## config.mk

```make
export PLATFORM = sky130hd
export DESIGN_NAME = irf_flag_bank
export DESIGN_NICKNAME = d
export VERILOG_FILES = /design/src/rtl/irf_pkg.sv /design/src/rtl/irf_flag_byte.sv /design/src/rtl/irf_flag_bank.sv
export VERILOG_INCLUDE_DIRS = /design/src /design/src/rtl
export SDC_FILE = /design/constraint.sdc
export NUM_CORES = 1
export LEC_CHECK = 0
export BUFFER_PORTS_ARGS = -buffer_cell sky130_fd_sc_hd__buf_2
export CELL_PAD_IN_SITES_DETAIL_PLACEMENT = 1
export CELL_PAD_IN_SITES_GLOBAL_PLACEMENT = 1
export CORE_AREA = 3 3 115 117
export CTS_CLUSTER_DIAMETER = 40
export DETAILED_ROUTE_END_ITERATION = 7
export DIE_AREA = 0 0 118 120
export GPL_TIMING_DRIVEN = 0
export MAX_ROUTING_LAYER = met4
export PLACE_DENSITY_LB_ADDON = 0.1
export SLEW_MARGIN = 15
export SYNTH_ARGS = -nofsm -noshare
export SYNTH_HDL_FRONTEND = slang
export SYNTH_SLANG_ARGS = --single-unit
export TNS_END_PERCENT = 30
```

## constraint.sdc

```tcl
create_clock -name clk_i -period 1.1 [get_ports clk_i]
set_input_delay 0 -clock clk_i [delete_from_list [all_inputs] [get_ports clk_i]]
set_output_delay 0 -clock clk_i [all_outputs]
set_load 0.01 [all_outputs]
```

## src/rtl/irf_defs.svh

```systemverilog
`ifndef IRF_DEFS_SVH
`define IRF_DEFS_SVH

// ----------------------------------------------------------------
// register byte addresses
// ----------------------------------------------------------------
`define IRF_ADDR_G0L 16'hFFE0
`define IRF_ADDR_G0H 16'hFFE1
`define IRF_ADDR_G1L 16'hFFE2
`define IRF_ADDR_G1H 16'hFFE3

// ----------------------------------------------------------------
// reset values and implemented bits
// ----------------------------------------------------------------
`define IRF_FLAG_RESET 8'h00
`define IRF_RDATA_RESET 16'h0000
`define IRF_IMPL_MASK 32'h1FFF_FFFF
`define IRF_BYTE_IMPL_ALL 8'hFF

`endif

```

## src/rtl/irf_pkg.sv

```systemverilog
package irf_pkg;

  // ----------------------------------------------------------------
  // state of one flag byte
  // ----------------------------------------------------------------
  typedef struct packed {
    logic [7:0] flags;
  } irf_byte_st_t;

  // ----------------------------------------------------------------
  // state of the read port
  // ----------------------------------------------------------------
  typedef struct packed {
    logic [15:0] rdata;
    logic rvalid;
  } irf_bank_st_t;

endpackage

```

## src/rtl/irf_flag_byte.sv

```systemverilog
`include "irf_defs.svh"

module irf_flag_byte
  import irf_pkg::*;
#(
  parameter logic [7:0] IMPL = `IRF_BYTE_IMPL_ALL
) (
  // clock and reset
  input wire logic clk_i,
  input wire logic rst_n_i,
  input wire logic ce_i,
  // software writes
  input wire logic wr_byte_i,
  input wire logic [7:0] wdata_i,
  input wire logic wr_bit_i,
  input wire logic [2:0] bit_sel_i,
  input wire logic bit_val_i,
  // hardware set and acknowledge clear
  input wire logic [7:0] set_i,
  input wire logic [7:0] ack_clr_i,
  // flag contents
  output logic [7:0] flags_o
);

  irf_byte_st_t st;
  irf_byte_st_t next_st;

  // ----------------------------------------------------------------
  // next state
  // ----------------------------------------------------------------
  always_comb begin
    next_st = st;
    if (wr_byte_i) begin
      next_st.flags = wdata_i;
    end
    if (wr_bit_i) begin
      next_st.flags[bit_sel_i] = bit_val_i;
    end
    next_st.flags = next_st.flags & ~ack_clr_i;
    next_st.flags = next_st.flags | set_i;
    next_st.flags = next_st.flags & IMPL;
  end

  always_ff @(posedge clk_i or negedge rst_n_i) begin
    if (!rst_n_i) begin
      st.flags <= `IRF_FLAG_RESET;
    end else if (ce_i) begin
      st <= next_st;
    end
  end

  assign flags_o = st.flags;

endmodule // irf_flag_byte

```

## src/rtl/irf_flag_bank.sv

```systemverilog
`include "irf_defs.svh"

// Behaviour
// - a source request sets the flag; a software write of 1 sets it unless it is acknowledged in the same cycle
// - acknowledging an interrupt clears its flag unless a source request sets it in the same cycle
// - a software write of 0 clears the flag unless a source request sets it in the same cycle
// - reset clears all four flag registers to zero
// - each register accepts single-bit writes and whole-byte writes
// - low and high registers of a group read together as one word
// - four registers at consecutive byte addresses, read/write, zero at reset
// - a byte write overwrites all implemented flags (eight, five in G1H) with the written values
// - a shared flag bit is set by either of its two sources
module irf_flag_bank
  import irf_pkg::*;
(
  // clock and reset
  input wire logic clk_i,
  input wire logic rst_n_i,
  input wire logic ce_i,
  // cpu register access
  input wire logic [15:0] addr_i,
  input wire logic wr_byte_i,
  input wire logic [7:0] wdata_i,
  input wire logic wr_bit_i,
  input wire logic [2:0] bit_sel_i,
  input wire logic bit_val_i,
  input wire logic rd_i,
  input wire logic rd_word_i,
  output logic [15:0] rdata_o,
  output logic rvalid_o,
  // interrupt sources
  input wire logic [31:0] src_req_i,
  input wire logic [31:0] alt_req_i,
  // acknowledge
  input wire logic ack_i,
  input wire logic [4:0] ack_idx_i,
  // flags to priority logic
  output logic [31:0] flags_o
);

  localparam logic [31:0] IMPL_MASK = `IRF_IMPL_MASK;

  // ----------------------------------------------------------------
  // helpers
  // ----------------------------------------------------------------
  function automatic logic [2:0] reg_decode(input logic [15:0] a);
    logic [2:0] r;
    r = 3'h0;
    unique case (a)
      `IRF_ADDR_G0L: r = 3'h4;
      `IRF_ADDR_G0H: r = 3'h5;
      `IRF_ADDR_G1L: r = 3'h6;
      `IRF_ADDR_G1H: r = 3'h7;
      default: r = 3'h0;
    endcase
    return r;
  endfunction

  function automatic logic [31:0] onehot32(input logic en, input logic [4:0] idx);
    logic [31:0] v;
    v = 32'h0000_0000;
    v[idx] = en;
    return v;
  endfunction

  logic [2:0] dec;
  logic hit;
  logic [1:0] idx;
  logic [31:0] set_all;
  logic [31:0] ack_vec;
  logic [31:0] bit_tgt;
  logic [3:0] byte_we;
  logic [3:0] bit_we;

  assign dec = reg_decode(addr_i);
  assign hit = dec[2];
  assign idx = dec[1:0];
  assign set_all = (src_req_i | alt_req_i) & IMPL_MASK;
  assign ack_vec = onehot32(ack_i, ack_idx_i);
  assign bit_tgt = onehot32(wr_bit_i && hit, {idx, bit_sel_i}) & IMPL_MASK;

  // ----------------------------------------------------------------
  // flag registers
  // ----------------------------------------------------------------
  for (genvar g = 0; g < 4; g++) begin : g_byte
    assign byte_we[g] = wr_byte_i && hit && (idx == 2'(g));
    assign bit_we[g] = wr_bit_i && hit && (idx == 2'(g));

    irf_flag_byte #(
      .IMPL(IMPL_MASK[g*8 +: 8])
    ) u_byte (
      .clk_i(clk_i),
      .rst_n_i(rst_n_i),
      .ce_i(ce_i),
      .wr_byte_i(byte_we[g]),
      .wdata_i(wdata_i),
      .wr_bit_i(bit_we[g]),
      .bit_sel_i(bit_sel_i),
      .bit_val_i(bit_val_i),
      .set_i(set_all[g*8 +: 8]),
      .ack_clr_i(ack_vec[g*8 +: 8]),
      .flags_o(flags_o[g*8 +: 8])
    );
  end

  // ----------------------------------------------------------------
  // read port
  // ----------------------------------------------------------------
  irf_bank_st_t st;
  irf_bank_st_t next_st;

  always_comb begin
    next_st = st;
    next_st.rvalid = rd_i;
    if (rd_i) begin
      next_st.rdata = `IRF_RDATA_RESET;
      if (hit && rd_word_i && !idx[0]) begin
        next_st.rdata = flags_o[idx[1]*16 +: 16];
      end else if (hit && !rd_word_i) begin
        next_st.rdata = {8'h00, flags_o[idx*8 +: 8]};
      end
    end
  end

  always_ff @(posedge clk_i or negedge rst_n_i) begin
    if (!rst_n_i) begin
      st.rdata <= `IRF_RDATA_RESET;
      st.rvalid <= 1'b0;
    end else if (ce_i) begin
      st <= next_st;
    end
  end

  assign rdata_o = st.rdata;
  assign rvalid_o = st.rvalid;
endmodule // irf_flag_bank

```

**Yosys cells after proc, flatten, opt, wreduce, memory -nomap -nowiden**

Cells that the tools add are included.

- Bits in registers: 46
- Word-level logic and storage cells: 71
- Input bits: 105

- Shift operators: 2
- Equality and inequality tests: 7
- Muxes and demuxes: 19
- Reductions and logical operators: 19
- Order comparisons: 4
- Bitwise logic cells: 14

Operators with widths:

| operator | number |
|---|---|
| $eq 16x16->1 const B | 4 |
| $mux 8 | 8 |
| $bwmux 8 | 4 |
| $shiftx 32x6->16 | 1 |
| $shiftx 32x6->8 | 1 |
| $and 29x29->29 | 1 |
| $or 29x29->29 | 1 |
| $and 8x8->8 | 3 |
| $not 8->8 | 3 |
| $or 8x8->8 | 3 |
| $mux 16 | 1 |
| $logic_and 1x1->1 | 15 |
| $pmux 3 s4 | 1 |
| $lt 5x6->1 const B | 1 |
| $and 5x5->5 | 1 |
| $demux 1 s5 | 1 |
| $ge 5x1->1 const B | 1 |
| $mux 5 | 1 |
| $not 5->5 | 1 |
| $or 5x5->5 | 1 |
| $eq 2x2->1 const B | 2 |
| $lt 3x4->1 const B | 1 |
| $demux 1 s3 | 1 |
| $ge 3x1->1 const B | 1 |
| 5 further kinds | 7 |

**Logic depth before layout (Yosys ltp)**

- Depth in word-level cells: 9
- Gate-level depth with buffers: 7
- Depth with buffers taken out: 5

**Cells and area by module**

From an unflattened synthesis, not the netlist that was laid out.

- Cells, all modules: 414
- Area total of the unflattened synthesis: 3,946.3 um^2

Modules (own cells, without submodules):

| module | area an instance (um^2) | cells each | times used | seq. area each (um^2) |
|---|---|---|---|---|
| irf_flag_byte (g_byte[0].u_byte ...) | 690.7 | 61 | 3 | 200.2 |
| irf_flag_bank | 1,443.9 | 189 | 1 | 425.4 |
| irf_flag_byte (g_byte[3].u_byte) | 430.4 | 42 | 1 | 125.1 |

**Worst setup path before layout**

Ideal clock, no wire load.

- Path type: input port to flip-flop
- Start point: input addr_i[3]
- End point: register st (netlist bit rdata_o[5])
- Setup slack: -0.614 ns
- Setup time: 0.126 ns
- Data required time: 0.974 ns
- Arrival time: 1.588 ns
- Cell stages on the path: 7
- Cells stage by stage: or4b_1 > buf_6 > nor4_1 > buf_4 > mux2i_1 > nor2_1 > a221o_1

- Word-level cells in the longest chain between the ends: 5
- Elaborated cells on any way between the ends: 13
- Those cells by class: 4 x eq/ne; 2 x shift; 3 x mux; 4 x reduce/logical

Ends and longest elaborated chain:

| item | line | source |
|---|---|---|
| start: declaration | irf_flag_bank.sv:21 | `input wire logic [15:0] addr_i,` |
| $eq 16x16->1 | irf_flag_bank.sv:49 | `unique case (a)` |
| $pmux 3 s4 (*) | irf_flag_bank.sv:49 |  |
| $shiftx 32x6->8 (tied with other cells) | irf_flag_bank.sv:120 | `next_st.rdata = {8'h00, flags_o[idx*8 +: 8]};` |
| $mux 8 / $logic_and 1x1->1 (equally long branches) | irf_flag_bank.sv:119, irf_flag_bank.sv:117 |  |
| $mux 16 (*) | irf_flag_bank.sv:117 | `if (hit && rd_word_i && !idx[0]) begin` |
| end signal: assignment | irf_flag_bank.sv:130 | `st <= next_st;` |
| end: declaration | irf_flag_bank.sv:109 | `irf_bank_st_t st;` |

Mark *: on every way between the ends. The rest lies on a longest branch, timed or not.
A chain may end at the register's enable or synchronous reset.

**Worst setup path after layout**

- Start point: input addr_i[2]
- End point: register st (netlist bit rdata_o[13])

- Word-level cells in the longest chain between the ends: 5
- Elaborated cells on any way between the ends: 10
- Those cells by class: 4 x eq/ne; 1 x shift; 2 x mux; 3 x reduce/logical

Ends and longest elaborated chain:

| item | line |
|---|---|
| $eq 16x16->1 | irf_flag_bank.sv:49 |
| $pmux 3 s4 (*) | irf_flag_bank.sv:49 |
| parallel branches: the longest is 2 deep, another holds $shiftx 32x6->16 | -- |
| $mux 16 (*) | irf_flag_bank.sv:117 |

Mark *: on every way between the ends.

==> flow_summary.toml <==
[yosys]
postSynth.asyncResetShare_pct = 100
synthesis.area_um2 = 3760
synth-main-ff-cell = "dfrtp_1"
yosysWarnings = 0
ys_seq_elements = 46
synth_cell_types = 60
syn_area_per_cell_um2 = 7.94
synthCells = 474
synth_edf_count = 0
ys_seq_area_share_pct = 30.6

[placed_design]
dp_hpwl_mm = 14.5
port-buffer-count = 143
pre_cts_ws_ns = -1.42
place.gp.congestion = 0.914
dp_cells = 791

[clock_tree]
h-tree-depth = 2
cts_tree = "built"
path_clk_slew_ns = 0.07
clock-root-buffer = "clkbuf_16"
insertion_delay_ns = 0.31
cts_sinks = 46
clock_path_buffers = 2
cts_made_buffers = 5

[floorplan]
rows = 41
io_pins = 154
core_area_um2 = 12500
dieWidth_um = 118
start_util_pct = 30.2
die_area_um2 = 14200
die_y_um = 120

[layout]
finalNetCount = 761
regArea_um2 = 1150
multi_input_area_um2 = 2790
drive_gt1_share_pct = 41.2
n_antenna_cell = 0
fin_cells = 828
final_cell_mix = "141 x buf_2, 65 x nand2_1, 47 x o21ai_0"
layout-area-overhead-vs-synth_pct = 47.3
final_common_cell = "buf_2"
fillCellCount = 1536

[sta]
setup-violations-final = 45
maxSlewHeadroom_pct = 48.0
fmax_mhz = 646
final.setup.worst_slack_ns = -0.447
finalHoldViolations = 0
max_slew.worst_pin.slew_ns = 0.778
rsz0062_at_grt = "true"
fin_crit_ns = 1.55
fin_crit_sh_pct = 141
maxSlewViolCount = 0
finClkSkew_ns = 0.0143

[critical_path]
worstPathArrival_ns = 1.79
criticalPathCategory = "in2reg"
reg2reg_depth = 4
cp-end-kind = "flip-flop"
critPathLaunchType = "input pin"
cp.required_ns = 1.34
critPathMaxFanout = 9

[global_routing]
antenna_found_initial = 0
grt_pass1_wl_mm = 29.8
overflow = 0
grt_use_total_pct = 28.6
grt_max_degree = 47
grt_pass1_vias = 4972

[route]
ant_nets = 0
top_layer = "met4"
dr_wl_met2_mm = 9.56
via_count = 4782
wire_per_inst_um = 24.1
wl_met3_mm = 1.36
drc = 0
drt-initial-drc-count = 310
vias_per_cell = 5.78
wl_mm = 20.0
firstDrtPassIters = 5
drt-met1-wl_mm = 8.72

[flow_run]
cap_viol_max_count = 0

[min_path]
min_path_cells = 3
min_path_type = "in2reg"

[run_status]
status = "finished, violations left"
violations = "negative setup slack"

[power_and_ir_drop]
p_per_area_nw_per_um2 = 786
ir_drop_mv = 0.477
p_leak_nw = 2.30
routing by layer:
| metal | global-route usage [%] | vias to the layer above |
|---|---|---|
| li1 | - | 2157 |
| met1 | 37.2 | 2397 |
| met2 | 45.7 | 197 |
| met3 | 5.37 | 31 |
| met4 | 8.06 | 0 |
| met5 | - | - |
cell usage after synthesis, drive strengths merged, types with 4 or more instances:
cell type	instances	area (um^2)
a31o	4	35.0
nor4	9	101
inv	5	18.8
dfrtp	46	1150
a22o	4	35.0
nor2b	7	43.8
nor3	13	65.1
and2	6	37.5
o31ai	14	105
a32oi	10	87.6
o221ai	7	61.3
mux2i	8	80.1
clkbuf	18	77.6
a2bb2oi	8	70.1
a21oi	10	50.1
o22ai	14	93.8
and4	4	36.3
buf	14	88.8
mux4	5	113
nand3b	6	45.0
nor2	54	205
a21boi	5	37.5
a211oi	5	42.5
and3	6	37.5
nand3	25	150
nand2	69	259
nand4	5	50.1
o21ai	62	310
path summary, 6_finish.rpt:
path | from | end | slack [ns]
setup / recovery | addr_i[2] | rdata_o[13]$_DFFE_PN0P_ | -0.45
hold / removal | rd_i | rdata_o[0]$_DFFE_PN0P_ | 0.01
setup reg to reg | g_byte[0].u_byte.flags_o[5]$_DFFE_PN0P_ | rdata_o[5]$_DFFE_PN0P_ | -0.26
hold reg to reg | rdata_o[8]$_DFFE_PN0P_ | rdata_o[8]$_DFFE_PN0P_ | 0.47
max in group asynchronous | rst_n_i | g_byte[1].u_byte.flags_o[3]$_DFFE_PN0P_ | 0.35
min in group asynchronous | rst_n_i | g_byte[2].u_byte.flags_o[7]$_DFFE_PN0P_ | 0.28
per-stage QoR:
stage	power [W]	area [um^2]	hold slack, ns	setup TNS (ns)	util [%]
after floorplan	0.00220	3780	-0.296	-18.61	-
after global routing	0.00453	5540	0.0375	-17.60	44.5
after detailed placement	0.00269	4710	0.305	-47.11	37.8
final	0.00436	5540	0.0127	-15.03	44.5
after global placement	0.00268	4710	0.287	-46.59	37.8
after CTS	0.00432	5300	-0.0215	-15.27	42.5
area by class of cell:
class | instances | share of cell area (%)
buffer | 31 | 3.23
clock buffer | 5 | 2.26
clock inverter | 2 | 0.181
inverter | 5 | 0.339
multi-input combinational | 393 | 50.2
sequential | 46 | 20.8
tap | 172 | 3.88
timing repair buffer | 174 | 19.1
worst max-delay path, cell delays in order:
cell,delay [ns]
buf_8,0.09
buf_4,0.13
nor4b_4,0.40
nand4_4,0.21
or4_4,0.53
buf_6,0.16
nor2_4,0.13
a22o_1,0.14
state kept, by name, indices dropped and copies added (netlist names):
signal and flops:
g_byte.u_byte.flags_o 29, rvalid_o 1, rdata_o 16
power by group:
| part | switching [W] | total, W | internal [W] | leakage (nW) |
|---|---|---|---|---|
| Combinational | 0.000630 | 0.00100 | 0.000372 | 1.73 |
| Clock | 0.000754 | 0.00158 | 0.000826 | 0.0694 |
| Sequential | 0.0000532 | 0.00178 | 0.00172 | 0.499 |
| Total | 0.00144 | 0.00436 | 0.00292 | 2.30 |
what timing repair did:
| action | 4_1_cts | 5_1_grt |
|---|---|---|
| buffers inserted | 18 | 9 |
| hold buffers | 2 | 1 |
| endpoints found under the setup margin | 45 | 46 |
| resized for setup | 70 | 36 |
| hold endpoints to repair | 44 | 46 |
| cloned | 1 | 0 |
| pin swaps | 33 | 19 |
logic make-up after synthesis:
family                 Yosys count  share of synthesized area, %
AOI/OAI and AO/OA              162                          28.9
muxes                           13                          5.12
other                            1                        0.0997
DFF                             46                          30.6
and+or+nand+nor                215                          30.3
buffers and inverters           37                          4.92
No activity file was read; power rests on OpenSTA's default activity.
